--- src/drcg_pkg.sv ---
// Purpose: Shared constants and types for the dynamic range controller gain curve.
// Assumes: Levels are signed values in sixteenths of a decibel, 0 meaning full scale.
// Notes: Register offsets are the codec control-register indices.
`default_nettype none
package drcg_pkg;
	// Level and register types.
	typedef logic signed [15:0] drcg_level_t;
	typedef logic signed [19:0] drcg_wide_t;
	typedef logic [15:0] drcg_word_t;
	typedef logic [7:0] drcg_addr_t;

	// Register offsets.
	localparam drcg_addr_t GAIN_CONTROL_ONE_OFS = 8'h1d;
	localparam drcg_addr_t KNEE_INPUT_LEVELS_OFS = 8'h20;
	localparam drcg_addr_t KNEE_OUTPUT_LEVELS_SLOPE_OFS = 8'h21;
	localparam drcg_addr_t GATE_AND_LOWER_SLOPES_OFS = 8'h23;

	// Field positions.
	localparam int GATE_REGION_ENABLE_POS = 8;
	localparam int SECOND_KNEE_INPUT_LSB = 8;
	localparam int FIRST_KNEE_INPUT_LSB = 2;
	localparam int SECOND_KNEE_OUTPUT_ENABLE_POS = 13;
	localparam int SECOND_KNEE_OUTPUT_LSB = 8;
	localparam int FIRST_KNEE_OUTPUT_LSB = 3;
	localparam int UPPER_COMPRESSION_LSB = 0;
	localparam int GATE_EXPANSION_LSB = 8;
	localparam int LOWER_COMPRESSION_LSB = 5;

	// Values after reset.
	localparam logic GATE_REGION_ENABLE_RST = 1'b0;
	localparam logic [4:0] SECOND_KNEE_INPUT_RST = 5'h00;
	localparam logic [5:0] FIRST_KNEE_INPUT_RST = 6'h00;
	localparam logic SECOND_KNEE_OUTPUT_ENABLE_RST = 1'b0;
	localparam logic [4:0] SECOND_KNEE_OUTPUT_RST = 5'h00;
	localparam logic [4:0] FIRST_KNEE_OUTPUT_RST = 5'h00;
	localparam logic [2:0] UPPER_COMPRESSION_RST = 3'h3;
	localparam logic [1:0] GATE_EXPANSION_RST = 2'h0;
	localparam logic [2:0] LOWER_COMPRESSION_RST = 3'h0;

	// Level decoding, in sixteenths of a decibel.
	localparam drcg_wide_t FINE_STEP = 20'sd12;
	localparam drcg_wide_t COARSE_STEP = 20'sd24;
	localparam drcg_wide_t SECOND_KNEE_INPUT_TOP = -20'sd576;
	localparam drcg_wide_t SECOND_KNEE_OUTPUT_TOP = -20'sd480;
	localparam logic [5:0] FIRST_KNEE_INPUT_MAX = 6'h3c;
	localparam logic [4:0] FIRST_KNEE_OUTPUT_MAX = 5'h1e;

	// Slope codes that hold the output fixed.
	localparam logic [2:0] UPPER_SLOPE_ZERO = 3'h5;
	localparam logic [2:0] LOWER_SLOPE_ZERO = 3'h4;

	// Cycles from an accepted input level to its output level.
	localparam int CURVE_LATENCY = 2;
endpackage
`default_nettype wire

--- src/drcg_gain_curve.sv ---
// Purpose: Static gain curve of the dynamic range controller, mapping input level to target output level.
// Assumes: Input levels arrive on the core clock with a valid strobe; register writes come from the control port.
// Notes: Two-cycle latency; the curve uses register values as they stand when the level is computed.
// Reserved slope codes act as slope zero, and reserved knee codes as the lowest documented level.
//
// How it works
// RULE1 - Above the gate region the curve has two compression regions split by one programmable knee.
// RULE2 - In the record path software keeps the input high-pass filter on so no DC offset reaches this block.
// RULE3 - A compression slope of one keeps gain constant, below one shrinks output change, zero holds output fixed.
// RULE4 - With the gate on, levels below the second knee follow the expansion slope.
// RULE5 - With the second output knee on, the curve drops vertically to its output level at the second knee input.
// RULE6 - With the gate off, the second knee and expansion settings are ignored and the lower slope runs to the bottom.
// RULE7 - With the second output knee off, the second knee sits on the lower compression line with no drop.
// RULE8 - The full-scale output level is the first knee output minus the first knee input times the upper slope.
// RULE9 - The gate enable is bit 8 of the first control register and resets to zero.
// RULE10 - The second knee input field decodes code zero as -36 dB falling 1.5 dB per code, used only with the gate on.
// RULE11 - The first knee input field decodes zero as 0 dB falling 0.75 dB per code to -45 dB, higher codes reserved.
// RULE12 - The second knee output field decodes -30 dB down in 1.5 dB steps and acts only with its enable bit set.
// RULE13 - The first knee output field decodes zero as 0 dB falling 0.75 dB per code to -22.5 dB, the top code reserved.
// RULE14 - The upper slope field maps codes 0 to 5 onto 1, 1/2, 1/4, 1/8, 1/16 and 0 and resets to 3.
// RULE15 - The lower slope field maps codes 0 to 4 onto 1, 1/2, 1/4, 1/8 and 0 and resets to 0.
// RULE16 - The expansion slope field maps codes 0 to 3 onto 1, 2, 4 and 8 and resets to 0.
`timescale 1ns/100ps
`default_nettype none
module drcg_gain_curve (
	// Clock and reset.
	input wire logic CORE_CLK,
	input wire logic RSTN,
	// Control register port.
	input wire logic REG_WR,
	input wire drcg_pkg::drcg_addr_t REG_ADDR,
	input wire drcg_pkg::drcg_word_t REG_WDATA,
	output drcg_pkg::drcg_word_t REG_RDATA,
	// Level stream in.
	input wire logic LEVEL_IN_VALID,
	input wire drcg_pkg::drcg_level_t LEVEL_IN,
	// Level stream out.
	output logic LEVEL_OUT_VALID,
	output drcg_pkg::drcg_level_t LEVEL_OUT,
	// Derived full-scale output level.
	output drcg_pkg::drcg_level_t FULL_SCALE_LEVEL
);
	import drcg_pkg::*;

	logic gate_region_enable;
	logic [4:0] second_knee_input_level;
	logic [5:0] first_knee_input_level;
	logic second_knee_output_enable;
	logic [4:0] second_knee_output_level;
	logic [4:0] first_knee_output_level;
	logic [2:0] upper_compression_slope;
	logic [1:0] gate_expansion_slope;
	logic [2:0] lower_compression_slope;

	logic level_valid;
	drcg_level_t level_held;
	drcg_wide_t knee1_in;
	drcg_wide_t knee1_out;
	drcg_wide_t knee2_in;
	drcg_wide_t knee2_out;
	drcg_wide_t next_level_out;
	drcg_wide_t next_full_scale;

	// Level of a code counted down from a top value in equal steps.
	// Every level sits at or below full scale, so codes only ever step downward.
	function automatic drcg_wide_t step_level(input drcg_wide_t top, input logic [5:0] code, input drcg_wide_t step);
		drcg_wide_t wide_code;
		wide_code = drcg_wide_t'({14'h0, code});
		return drcg_wide_t'(top - wide_code * step);
	endfunction

	// First knee input level; reserved codes are held at the lowest documented level.
	function automatic drcg_wide_t knee1_input_level(input logic [5:0] code);
		logic [5:0] legal;
		legal = code;
		if (code > FIRST_KNEE_INPUT_MAX) begin
			legal = FIRST_KNEE_INPUT_MAX;
		end
		return step_level('0, legal, FINE_STEP);
	endfunction

	// First knee output level; the reserved top code is held at the lowest documented level.
	function automatic drcg_wide_t knee1_output_level(input logic [4:0] code);
		logic [4:0] legal;
		legal = code;
		if (code > FIRST_KNEE_OUTPUT_MAX) begin
			legal = FIRST_KNEE_OUTPUT_MAX;
		end
		return step_level('0, {1'b0, legal}, FINE_STEP);
	endfunction

	// Second knee input level; every code is legal.
	function automatic drcg_wide_t knee2_input_level(input logic [4:0] code);
		return step_level(SECOND_KNEE_INPUT_TOP, {1'b0, code}, COARSE_STEP);
	endfunction

	// Second knee output level; every code is legal.
	function automatic drcg_wide_t knee2_output_level(input logic [4:0] code);
		return step_level(SECOND_KNEE_OUTPUT_TOP, {1'b0, code}, COARSE_STEP);
	endfunction

	// Expansion below the second knee; the result can fall far below the port range, so callers saturate.
	function automatic drcg_wide_t expand_slope(input drcg_wide_t diff, input logic [1:0] code);
		drcg_wide_t result;
		result = diff;
		// RULE16 expansion slope decode
		unique case (code)
			2'h0: begin
				result = diff;
			end
			2'h1: begin
				result = diff <<< 1;
			end
			2'h2: begin
				result = diff <<< 2;
			end
			2'h3: begin
				result = diff <<< 3;
			end
		endcase
		return result;
	endfunction

	// Upper region slope applied to a level difference.
	// The zero code and the reserved codes both give a flat region.
	function automatic drcg_wide_t upper_slope(input drcg_wide_t diff, input logic [2:0] code);
		drcg_wide_t result;
		result = '0;
		// RULE14 upper slope decode
		// RULE3 slope of one or less
		unique case (code)
			3'h0: begin
				result = diff;
			end
			3'h1: begin
				result = diff >>> 1;
			end
			3'h2: begin
				result = diff >>> 2;
			end
			3'h3: begin
				result = diff >>> 3;
			end
			3'h4: begin
				result = diff >>> 4;
			end
			UPPER_SLOPE_ZERO: begin
				result = '0;
			end
			default: begin
				result = '0;
			end
		endcase
		return result;
	endfunction

	// Lower region slope applied to a level difference.
	// The zero code and the reserved codes both give a flat region.
	function automatic drcg_wide_t lower_slope(input drcg_wide_t diff, input logic [2:0] code);
		drcg_wide_t result;
		result = '0;
		// RULE15 lower slope decode
		// RULE3 slope of one or less
		unique case (code)
			3'h0: begin
				result = diff;
			end
			3'h1: begin
				result = diff >>> 1;
			end
			3'h2: begin
				result = diff >>> 2;
			end
			3'h3: begin
				result = diff >>> 3;
			end
			LOWER_SLOPE_ZERO: begin
				result = '0;
			end
			default: begin
				result = '0;
			end
		endcase
		return result;
	endfunction

	// Limit a wide level to the port range.
	// Deep expansion can fall far below the port range, so results saturate instead of wrapping.
	function automatic drcg_level_t clamp_level(input drcg_wide_t value);
		drcg_level_t result;
		if (value > 20'sd32767) begin
			result = 16'sh7fff;
		end else if (value < -20'sd32768) begin
			result = -16'sh8000;
		end else begin
			result = drcg_level_t'(value);
		end
		return result;
	endfunction

	// Register writes, one process per register; writes to other offsets are dropped.
	// RULE9 gate enable bit
	always_ff @(posedge CORE_CLK or negedge RSTN) begin
		if (!RSTN) begin
			gate_region_enable <= GATE_REGION_ENABLE_RST;
		end else if (REG_WR && (REG_ADDR == GAIN_CONTROL_ONE_OFS)) begin
			gate_region_enable <= REG_WDATA[GATE_REGION_ENABLE_POS];
		end
	end

	// Knee input levels.
	always_ff @(posedge CORE_CLK or negedge RSTN) begin
		if (!RSTN) begin
			second_knee_input_level <= SECOND_KNEE_INPUT_RST;
			first_knee_input_level <= FIRST_KNEE_INPUT_RST;
		end else if (REG_WR && (REG_ADDR == KNEE_INPUT_LEVELS_OFS)) begin
			second_knee_input_level <= REG_WDATA[SECOND_KNEE_INPUT_LSB +: 5];
			first_knee_input_level <= REG_WDATA[FIRST_KNEE_INPUT_LSB +: 6];
		end
	end

	// Knee output levels and upper slope.
	always_ff @(posedge CORE_CLK or negedge RSTN) begin
		if (!RSTN) begin
			second_knee_output_enable <= SECOND_KNEE_OUTPUT_ENABLE_RST;
			second_knee_output_level <= SECOND_KNEE_OUTPUT_RST;
			first_knee_output_level <= FIRST_KNEE_OUTPUT_RST;
			upper_compression_slope <= UPPER_COMPRESSION_RST;
		end else if (REG_WR && (REG_ADDR == KNEE_OUTPUT_LEVELS_SLOPE_OFS)) begin
			second_knee_output_enable <= REG_WDATA[SECOND_KNEE_OUTPUT_ENABLE_POS];
			second_knee_output_level <= REG_WDATA[SECOND_KNEE_OUTPUT_LSB +: 5];
			first_knee_output_level <= REG_WDATA[FIRST_KNEE_OUTPUT_LSB +: 5];
			upper_compression_slope <= REG_WDATA[UPPER_COMPRESSION_LSB +: 3];
		end
	end

	// Expansion and lower slopes.
	always_ff @(posedge CORE_CLK or negedge RSTN) begin
		if (!RSTN) begin
			gate_expansion_slope <= GATE_EXPANSION_RST;
			lower_compression_slope <= LOWER_COMPRESSION_RST;
		end else if (REG_WR && (REG_ADDR == GATE_AND_LOWER_SLOPES_OFS)) begin
			gate_expansion_slope <= REG_WDATA[GATE_EXPANSION_LSB +: 2];
			lower_compression_slope <= REG_WDATA[LOWER_COMPRESSION_LSB +: 3];
		end
	end

	// Register read-back; unmapped offsets and reserved bits read as zero.
	// The word is registered, so it shows the offset presented one cycle before.
	always_ff @(posedge CORE_CLK or negedge RSTN) begin
		if (!RSTN) begin
			REG_RDATA <= '0;
		end else begin
			REG_RDATA <= '0;
			unique case (REG_ADDR)
				GAIN_CONTROL_ONE_OFS: begin
					REG_RDATA[GATE_REGION_ENABLE_POS] <= gate_region_enable;
				end
				KNEE_INPUT_LEVELS_OFS: begin
					REG_RDATA[SECOND_KNEE_INPUT_LSB +: 5] <= second_knee_input_level;
					REG_RDATA[FIRST_KNEE_INPUT_LSB +: 6] <= first_knee_input_level;
				end
				KNEE_OUTPUT_LEVELS_SLOPE_OFS: begin
					REG_RDATA[SECOND_KNEE_OUTPUT_ENABLE_POS] <= second_knee_output_enable;
					REG_RDATA[SECOND_KNEE_OUTPUT_LSB +: 5] <= second_knee_output_level;
					REG_RDATA[FIRST_KNEE_OUTPUT_LSB +: 5] <= first_knee_output_level;
					REG_RDATA[UPPER_COMPRESSION_LSB +: 3] <= upper_compression_slope;
				end
				GATE_AND_LOWER_SLOPES_OFS: begin
					REG_RDATA[GATE_EXPANSION_LSB +: 2] <= gate_expansion_slope;
					REG_RDATA[LOWER_COMPRESSION_LSB +: 3] <= lower_compression_slope;
				end
				default: begin
				end
			endcase
		end
	end

	// Knee points, decoded from the stored fields.
	always_comb begin
		// RULE11 first knee input decode
		knee1_in = knee1_input_level(first_knee_input_level);
		// RULE13 first knee output decode
		knee1_out = knee1_output_level(first_knee_output_level);
		// RULE10 second knee input decode
		knee2_in = knee2_input_level(second_knee_input_level);
		// RULE7 knee on lower line
		knee2_out = knee1_out + lower_slope(knee2_in - knee1_in, lower_compression_slope);
		// RULE12 second knee output decode
		// RULE5 vertical drop
		if (second_knee_output_enable) begin
			knee2_out = knee2_output_level(second_knee_output_level);
		end
	end

	// Curve evaluation on the held input level.
	// A level exactly on the first knee takes the upper region, one exactly on the second knee the lower region.
	always_comb begin
		drcg_wide_t x;
		x = drcg_wide_t'(level_held);
		// RULE1 knee splits regions
		if (x >= knee1_in) begin
			next_level_out = knee1_out + upper_slope(x - knee1_in, upper_compression_slope);
		end else if (gate_region_enable && (x < knee2_in)) begin
			// RULE4 expansion below knee
			// RULE16 expansion slope decode
			next_level_out = knee2_out + expand_slope(x - knee2_in, gate_expansion_slope);
		end else begin
			// RULE6 gate off lower slope
			next_level_out = knee1_out + lower_slope(x - knee1_in, lower_compression_slope);
		end
	end

	// RULE8 full scale level
	assign next_full_scale = knee1_out + upper_slope(-knee1_in, upper_compression_slope);

	// Input capture stage.
	// Only the strobe moves the held level, so the output keeps the last result between samples.
	always_ff @(posedge CORE_CLK or negedge RSTN) begin
		if (!RSTN) begin
			level_valid <= 1'b0;
			level_held <= '0;
		end else begin
			level_valid <= LEVEL_IN_VALID;
			if (LEVEL_IN_VALID) begin
				level_held <= LEVEL_IN;
			end
		end
	end

	// Output stage.
	// The full-scale level is refreshed every cycle, so it follows a register write two cycles later without samples.
	always_ff @(posedge CORE_CLK or negedge RSTN) begin
		if (!RSTN) begin
			LEVEL_OUT_VALID <= 1'b0;
			LEVEL_OUT <= '0;
			FULL_SCALE_LEVEL <= '0;
		end else begin
			LEVEL_OUT_VALID <= level_valid;
			FULL_SCALE_LEVEL <= clamp_level(next_full_scale);
			if (level_valid) begin
				LEVEL_OUT <= clamp_level(next_level_out);
			end
		end
	end
endmodule
`default_nettype wire

--- config.mk ---
export PLATFORM = sky130hd
export DESIGN_NAME = drcg_gain_curve
export DESIGN_NICKNAME = d
export VERILOG_FILES = /design/src/drcg_pkg.sv /design/src/drcg_gain_curve.sv
export SDC_FILE = /design/constraint.sdc
export NUM_CORES = 1
export LEC_CHECK = 0
export BUFFER_PORTS_ARGS = -buffer_cell sky130_fd_sc_hd__clkbuf_2
export CAP_MARGIN = 30
export CORE_MARGIN = 4
export CORE_UTILIZATION = 50
export DETAILED_ROUTE_END_ITERATION = 10
export PLACE_DENSITY = 0.72
export RECOVER_POWER = 25
export SETUP_SLACK_MARGIN = 0.1
export SYNTH_ARGS = -nofsm -noshare
export SYNTH_HDL_FRONTEND = slang
export SYNTH_SLANG_ARGS = --single-unit
--- constraint.sdc ---
create_clock -name CORE_CLK -period 19.65 [get_ports CORE_CLK]
set_input_delay 0.9825 -clock CORE_CLK [delete_from_list [all_inputs] [get_ports CORE_CLK]]
set_output_delay 0.9825 -clock CORE_CLK [all_outputs]
set_load 0.05 [all_outputs]
==> flow_metrics.env, run 1 <==
export IMPL_cts_resized=0
export IMPL_finalSetupViolCount=0
export IMPL_clockRootBuffer="clkbuf_16"
export IMPL_cts_setup_buffers=0
export IMPL_ys_flop_type="dfrtp_1"
export IMPL_worstSetupStartpointType="register"
export IMPL_ant_nets=0
export IMPL_failed_checks="max-capacitance violations, max-slew violations"
export IMPL_start_util=0.506
export IMPL_die_area_mm2=0.0289
export IMPL_synth_top_area_frac=0.177
export IMPL_die_w_um=170
export IMPL_numPortBuffers=88
export IMPL_clock_skew_ps=19.3
export IMPL_yosysMostFrequentCell="nor2_1"
export IMPL_worstHoldPathType="register to register"
export IMPL_drt_pass1_iter_count=5
export IMPL_leakage_nw=6.44
export IMPL_syn_cell_area_mm2=0.0131
export IMPL_slew_violations=45
export IMPL_dr_first_iter_drc_count=730
export IMPL_tns_ps=0
export IMPL_antenna_found_initial=0
export IMPL_min_period_ps=9850
export IMPL_crit_fanout=11
export IMPL_synth_async_reset_ratio=1.00
export IMPL_synth_cell_types=92
export IMPL_synth_warning_count=0
export IMPL_grt_pass1_wl_mm=59.8
export IMPL_slowest_delay_ps=610
export IMPL_path_class="register to register"
export IMPL_cts_buffers=9
export IMPL_cts_tree="done"
export IMPL_hpwlAfterDp_mm=28.9
export IMPL_clock_sinks=95
export IMPL_required_ps=19850
export IMPL_syn_area_per_cell_um2=8.06
export IMPL_area_growth_pct=7.08
export IMPL_overflow=0
export IMPL_max_slew_worst_pin_slew_ps=2540
export IMPL_grt_usage=0.253
export IMPL_wire_per_inst_um=18.5
export IMPL_rows=59
export IMPL_synth_edf_count=0
export IMPL_critical_path_most_common_cell="ha_1"
export IMPL_cts_buffer_depth=2
export IMPL_drc=0
export IMPL_ir_drop_v=0.000114
export IMPL_dr_total_vias=12100
export IMPL_drv_cap=1
export IMPL_synth_cells=1627
export IMPL_core_mm2=0.0259
export IMPL_p_per_area_mw_per_mm2=170
export IMPL_ctsHoldBuffers=0
export IMPL_status="complete, but fails checks"
export IMPL_h_tree_depth=3
export IMPL_crit_slowest_cell="fa_1"
export IMPL_post_route_period_util=0.501
export IMPL_max_freq_mhz=102
export IMPL_routed_wl_mm=37.0
export IMPL_viasPerCell=6.07
export IMPL_antennaDiodeCount=0
export IMPL_die_y_um=170
export IMPL_io_pins=93
export IMPL_arrival_ps=10050
export IMPL_synth_top_area_cell="dfrtp_1"
export IMPL_max_slew_margin=-0.691
export IMPL_grt_pass1_vias=11800
export IMPL_place_congestion=0.967
export IMPL_fin_util=0.542
export IMPL_drive_gt1_frac=0.138
export IMPL_rsz0062_at_grt="false"
export IMPL_synth_top_cells_by_count="nor2_1 (157), ha_1 (141), a21oi_1 (124)"
export IMPL_insertion_delay_ps=370
export IMPL_ys_seq_area_frac=0.182
export IMPL_fin_total_pwr_mw=2.39
export IMPL_clk_pin_slew_ps=90
export IMPL_ys_ff_latch=95
export IMPL_ys_top_cells_by_area="dfrtp_1 (18%), ha_1 (13%), xnor2_1 (5.5%)"
export IMPL_grt_max_degree=53
export IMPL_crit_path_end_kind="register"
export IMPL_hold_violations=0
export IMPL_fin_nets=1853
stage by stage:
step / instances / hold WS (ps) / cell area, um^2 / setup WS (ps)
finish: 1998 / 528 / 14000 / 9800
detailed placement: 1981 / 515 / 13700 / 9980
floorplan: 1628 / 352 / 13100 / 11760
global route: 1998 / 592 / 14000 / 9080
global placement: 1981 / 507 / 13700 / 10100
CTS: 1997 / 535 / 14000 / 9920
path summary, 6_finish.rpt:
| check | from | endpoint | slack, ps | cells after the start |
|---|---|---|---|---|
| max reg2reg | first_knee_input_level[5] | LEVEL_OUT[7] | 9800 | 37 |
| min in group asynchronous | RSTN | first_knee_output_level[0] | 1390 | 1 |
| min | LEVEL_OUT[15] | LEVEL_OUT[15] | 530 | 2 |
| min reg2reg | LEVEL_OUT[15] | LEVEL_OUT[15] | 530 | 2 |
| max | first_knee_input_level[5] | LEVEL_OUT[7] | 9800 | 37 |
| max in group asynchronous | RSTN | LEVEL_OUT[9] | 16480 | 2 |
state kept, by name (all words and copies together) (netlist names):
signal                     flops
FULL_SCALE_LEVEL              16
LEVEL_OUT                     16
LEVEL_OUT_VALID                1
REG_RDATA                     14
first_knee_input_level         6
first_knee_output_level        5
gate_expansion_slope           2
gate_region_enable             1
level_held                    16
level_valid                    1
lower_compression_slope        3
second_knee_input_level        5
second_knee_output_enable      1
second_knee_output_level       5
upper_compression_slope        3
per-layer routing:
metal / part of all wire / vias up / track usage
met5: 0 / - / 0
met4: 0.028 / 0 / 0.0736
met3: 0.052 / 61 / 0.0323
met2: 0.44 / 356 / 0.408
met1: 0.48 / 5678 / 0.356
li1: - / 6025 / -
power breakdown:
group | switching, mW | total, mW | internal (mW)
clock | 0.0995 | 0.203 | 0.104
combinational | 1.17 | 1.92 | 0.754
sequential | 0.0312 | 0.266 | 0.235
cell usage in the layout (no fill, tap or decap), types with 12 or more instances in the layout:
master    count
and3_1       17
a31oi_1      21
o31ai_1      14
o21a_1       26
xnor2_1      82
a211oi_2     12
a21o_1       42
o21ai_1      12
o211ai_1     12
nand2_1     114
a21oi_1     124
nor3_1       31
nand3_1      24
nand2b_1     20
xor2_1       40
or3_1        13
a211oi_1     50
mux2_2       57
clkbuf_2     86
o21ai_0     111
nor2_1      157
ha_1        141
inv_1        65
dfrtp_1      93
nor2b_1      21
o22ai_1      17
mux2i_1      47
o21bai_1     16
kinds of logic (layout without fill, tap and decap cells):
family	Yosys count	count (layout)	share of synthesized area
AO/OA/AOI/OAI	540	540	0.276
AND/OR/NAND/NOR	458	458	0.168
adder cells (fa/ha/maj)	153	153	0.151
buffers and inverters	147	182	0.0469
XOR/XNOR	129	129	0.0907
multiplexers	104	104	0.0848
flip-flops	95	95	0.182
other	1	2	0.000286
critical path: cells and delay by family (launching register included):
| family | cells | cell delay [ps] |
|---|---|---|
| buffers and inverters | 3 | 410 |
| AO/OA/AOI/OAI | 15 | 2930 |
| AND/OR/NAND/NOR | 8 | 2020 |
| multiplexers | 1 | 260 |
| adder cells (fa/ha/maj) | 6 | 2280 |
| flip-flops | 1 | 460 |
| XOR/XNOR | 4 | 1300 |
cell type report:
type	instances	area, um^2
fill	2424	11900
inverter	67	251
tap	335	419
clock inverter	7	97.6
multi-input combinational	1386	10100
sequential	95	2380
timing repair buffer	99	541
clock buffer	9	225
Note: power is estimated with default switching activity, not from simulation.
==> run 2: changes to the inputs <==
==> constraint.sdc (replaced) <==
create_clock -name CORE_CLK -period 9.2 [get_ports CORE_CLK]
set_input_delay 0.46 -clock CORE_CLK [delete_from_list [all_inputs] [get_ports CORE_CLK]]
set_output_delay 0.46 -clock CORE_CLK [all_outputs]
set_load 0.05 [all_outputs]
==> flow_metrics.env, run 2 (synthesis results as in run 1) <==
export IMPL_status="complete, but fails checks"
export IMPL_failed_checks="max-capacitance violations, max-slew violations"
export IMPL_io_pins=93
export IMPL_numPortBuffers=88
export IMPL_start_util=0.506
export IMPL_clk_pin_slew_ps=90
export IMPL_rows=59
export IMPL_slew_violations=41
export IMPL_cts_buffers=9
export IMPL_clockRootBuffer="clkbuf_16"
export IMPL_hold_violations=0
export IMPL_max_slew_worst_pin_slew_ps=2330
export IMPL_dr_first_iter_drc_count=1004
export IMPL_routed_wl_mm=37.8
export IMPL_arrival_ps=8890
export IMPL_fin_nets=1865
export IMPL_crit_slowest_cell="fa_2"
export IMPL_antenna_found_initial=0
export IMPL_antennaDiodeCount=0
export IMPL_insertion_delay_ps=370
export IMPL_mostFrequentLayoutCells="nor2_1 (157), ha_1 (140), a21oi_1 (121)"
export IMPL_wire_per_inst_um=18.8
export IMPL_fin_cells=2010
export IMPL_final_common_cell="nor2_1"
export IMPL_ant_nets=0
export IMPL_placedCellCount=1988
export IMPL_finalSetupViolCount=0
export IMPL_hpwlAfterDp_mm=29.5
export IMPL_drc=0
export IMPL_clock_skew_ps=22.2
export IMPL_fin_util=0.547
export IMPL_max_slew_margin=-0.553
export IMPL_crit_path_end_kind="register"
export IMPL_dr_total_vias=12300
export IMPL_required_ps=9430
export IMPL_grt_util_met3=0.0397
export IMPL_core_mm2=0.0259
export IMPL_max_freq_mhz=115
export IMPL_clock_sinks=95
export IMPL_ir_drop_v=0.000286
export IMPL_post_route_period_util=0.941
export IMPL_h_tree_depth=3
export IMPL_min_period_ps=8660
export IMPL_top_regs="FULL_SCALE_LEVEL x16, LEVEL_OUT x16, level_held x16"
export IMPL_cts_tree="done"
export IMPL_cts_buffer_depth=2
export IMPL_grt_pass1_wl_mm=60.6
export IMPL_critical_path_most_common_cell="ha_1"
export IMPL_fin_total_pwr_mw=5.14
export IMPL_met1_usage=0.365
export IMPL_met2_usage=0.398
export IMPL_worstHoldPathType="input pin to register"
export IMPL_ctsHoldBuffers=0
export IMPL_rsz0062_at_grt="false"
export IMPL_slowest_delay_ps=520
export IMPL_drive_gt1_frac=0.150
export IMPL_grt_max_degree=57
export IMPL_viasPerCell=6.13
export IMPL_fillers=2427
export IMPL_p_per_area_mw_per_mm2=363
export IMPL_drv_cap=1
export IMPL_tns_ps=0
export IMPL_grt_pass1_vias=11600
export IMPL_drt_pass1_iter_count=5
export IMPL_area_growth_pct=8.17
export IMPL_die_w_um=170
export IMPL_die_area_mm2=0.0289
export IMPL_grt_usage=0.257
export IMPL_path_class="register to register"
export IMPL_crit_fanout=11
export IMPL_worstSetupStartpointType="register"
export IMPL_die_y_um=170
export IMPL_overflow=0
export IMPL_leakage_nw=6.50
export IMPL_hold_ws_ps=302
export IMPL_top_usage_layer="met2"
export IMPL_place_congestion=0.944
==> run 2: power by group <==
part / internal, mW / leakage, nW / total, mW / switching [mW]
logic: 1.66 / 5.18 / 4.16 / 2.51
clock network: 0.194 / 0.144 / 0.411 / 0.218
registers: 0.501 / 1.18 / 0.569 / 0.0676
total: 2.35 / 6.50 / 5.14 / 2.79
==> run 2: cell type report <==
cell class                      count  area [um^2]  share of cell area
Sequential cell                    95         2380               0.168
Multi-Input combinational cell   1386        10200               0.718
Timing Repair Buffer              111          646              0.0455
Inverter                           67          251              0.0177
Clock buffer                        9          225              0.0159
Clock inverter                      7         77.6             0.00547
Tap cell                          335          419              0.0296
==> run 2: routing by layer <==
layer / share of wire / wire length [um] / up-vias
met5: 0 / 0 / -
met4: 0.039 / 1460 / 0
li1: - / - / 6061
met1: 0.46 / 17500 / 5762
met2: 0.43 / 16300 / 416
met3: 0.069 / 2600 / 86
==> run 2: what timing repair did <==
action,CTS,global route
resized for setup,0,16
setup endpoints to repair,0,16
setup buffers,0,4
==> run 2: metrics by stage <==
step           cell area, um^2  setup WS (ps)
5_1_grt                  14200           74.2
2_1_floorplan            13100           1310
3_5_place_dp             13700            273
4_1_cts                  14000            190
6_report                 14200            539
3_3_place_gp             13700            469
==> run 2: path summary, 6_finish.rpt <==
| check | end | slack (ps) | cells after the start | start |
|---|---|---|---|---|
| worst max-delay path | LEVEL_OUT[1] | 540 | 37 | first_knee_input_level[2] |
| worst min-delay path | level_held[3] | 300 | 3 | LEVEL_IN[3] |
| worst max register to register | LEVEL_OUT[1] | 540 | 37 | first_knee_input_level[2] |
| worst min register to register | LEVEL_OUT[15] | 550 | 2 | LEVEL_OUT[15] |
| max in group asynchronous | level_held[15] | 6680 | 2 | RSTN |
| min in group asynchronous | REG_RDATA[4] | 770 | 1 | RSTN |
==> run 2: critical path: cells and delay by family (launching register included) <==
family	cells	cell delay, ps
XOR/XNOR	4	910
adder cells (fa/ha/maj)	6	2110
flip-flops	1	440
buffers and inverters	2	330
AO/OA/AOI/OAI	18	3330
AND/OR/NAND/NOR	7	1390
==> run 3: changes to the inputs <==
--- a/config.mk
+++ b/config.mk
@@ -5,12 +5,12 @@
 export SDC_FILE = /design/constraint.sdc
 export NUM_CORES = 1
 export LEC_CHECK = 0
-export BUFFER_PORTS_ARGS = -buffer_cell sky130_fd_sc_hd__clkbuf_2
 export CAP_MARGIN = 30
 export CORE_MARGIN = 4
 export CORE_UTILIZATION = 50
 export DETAILED_ROUTE_END_ITERATION = 10
-export PLACE_DENSITY = 0.72
+export DONT_BUFFER_PORTS = 1
+export PLACE_DENSITY = 0.69
 export RECOVER_POWER = 25
 export SETUP_SLACK_MARGIN = 0.1
 export SYNTH_ARGS = -nofsm -noshare
==> flow_metrics.env, run 3 (synthesis results as in run 1) <==
export IMPL_grt_usage=0.248
export IMPL_max_freq_mhz=116
export IMPL_max_slew_margin=-2.55
export IMPL_drc=0
export IMPL_insertion_delay_ps=370
export IMPL_cts_buffers=9
export IMPL_clock_sinks=95
export IMPL_final_common_cell="nor2_1"
export IMPL_critical_path_most_common_cell="ha_1"
export IMPL_finalSetupViolCount=0
export IMPL_clk_pin_slew_ps=80
export IMPL_path_class="register to register"
export IMPL_slew_violations=96
export IMPL_hpwlAfterDp_mm=28.7
export IMPL_min_period_ps=8640
export IMPL_rsz0062_at_grt="false"
export IMPL_cts_tree="done"
export IMPL_cts_buffer_depth=2
export IMPL_numPortBuffers=0
export IMPL_p_per_area_mw_per_mm2=373
export IMPL_start_util=0.506
export IMPL_viasPerCell=6.18
export IMPL_worstHoldPathType="input pin to register"
export IMPL_routed_wl_mm=36.8
export IMPL_grt_pass1_vias=11200
export IMPL_clockRootBuffer="clkbuf_16"
export IMPL_die_area_mm2=0.0289
export IMPL_area_growth_pct=4.90
export IMPL_status="complete, but fails checks"
export IMPL_hold_violations=0
export IMPL_die_y_um=170
export IMPL_die_w_um=170
export IMPL_rows=59
export IMPL_grt_pass1_wl_mm=57.9
export IMPL_dr_first_iter_drc_count=815
export IMPL_failed_checks="max-capacitance violations, max-slew violations"
export IMPL_slowest_delay_ps=530
export IMPL_post_route_period_util=0.939
export IMPL_fin_nets=1783
export IMPL_clock_skew_ps=17.1
export IMPL_worstSetupStartpointType="register"
export IMPL_place_congestion=0.892
export IMPL_drive_gt1_frac=0.106
export IMPL_dr_total_vias=11900
export IMPL_leakage_nw=6.16
export IMPL_max_slew_worst_pin_slew_ps=5320
export IMPL_ant_nets=0
export IMPL_crit_fanout=15
export IMPL_drv_cap=1
export IMPL_io_pins=93
export IMPL_crit_path_end_kind="register"
export IMPL_overflow=0
export IMPL_ir_drop_v=0.000213
export IMPL_reg2reg_slack_ps=560
export IMPL_arrival_ps=8860
export IMPL_crit_slowest_cell="fa_2"
export IMPL_required_ps=9420
export IMPL_antenna_found_initial=0
export IMPL_top_regs="FULL_SCALE_LEVEL x16, LEVEL_OUT x16, level_held x16"
export IMPL_fin_util=0.531
export IMPL_h_tree_depth=3
export IMPL_mostFrequentLayoutCells="nor2_1 (157), ha_1 (140), a21oi_1 (122)"
export IMPL_drt_pass1_iter_count=5
export IMPL_fillers=2429
export IMPL_wire_per_inst_um=19.1
export IMPL_core_mm2=0.0259
export IMPL_grt_max_degree=96
export IMPL_tns_ps=0
## run 3: per-stage QoR
step           area, um^2  worst slack (ps)  cells  power (mW)  hold WS [ps]
6_report            13800               564   1929        5.12           121
5_1_grt             13800               115   1928        5.53           111
4_1_cts             13700               161   1925        5.03          32.1
3_5_place_dp        13400               239   1908        4.58           167
3_3_place_gp        13400               456   1907        4.53           167
2_1_floorplan       13100              1310   1628        3.76           164
## run 3: final timing paths
kind,start,end,cells past startpoint
setup / recovery,first_knee_input_level[2],LEVEL_OUT[3],36
hold / removal,LEVEL_IN_VALID,level_valid,0
setup reg to reg,first_knee_input_level[2],LEVEL_OUT[3],36
hold reg to reg,first_knee_input_level[3],first_knee_input_level[3],1
max in group asynchronous,RSTN,LEVEL_OUT[12],1
min in group asynchronous,RSTN,level_held[3],1
## run 3: repair_timing
item	4_1_cts	5_1_grt
gates resized for setup	0	14
endpoints found under the hold margin	95	0
setup endpoints to repair	0	16
hold buffers	1	0
setup buffers	0	3
## run 3: final cells by class
class,instances,area (um^2),share of cell area
multi-input combinational,1386,10200,0.739
sequential,95,2380,0.173
tap,335,419,0.0305
inverter,67,251,0.0183
timing repair buffer,29,234,0.0170
clock buffer,9,225,0.0164
clock inverter,7,83.8,0.00610
antenna,1,2.50,0.000182
## run 3: critical path: cells and delay by family, from the launching register on
kind                     cells  cell delay (ps)
buffers and inverters        3              550
flip-flops                   1              440
XOR/XNOR                     4              860
AND/OR/NAND/NOR             10             1530
adder cells (fa/ha/maj)      6             2160
AO/OA/AOI/OAI               13             2970
## run 3: power breakdown
part	switching [mW]	internal (mW)	total, mW
combinational	2.28	1.61	3.89
sequential	0.325	0.498	0.822
clock	0.216	0.196	0.412
total	2.83	2.30	5.12
## run 3: metal layers
metal,up-vias,wire (um),track usage,part of all wire
met4,0,983,0.0698,0.027
li1,5874,-,-,-
met2,370,16300,0.400,0.44
met3,57,2460,0.0404,0.067
met1,5623,17000,0.344,0.46
met5,-,0,0,0
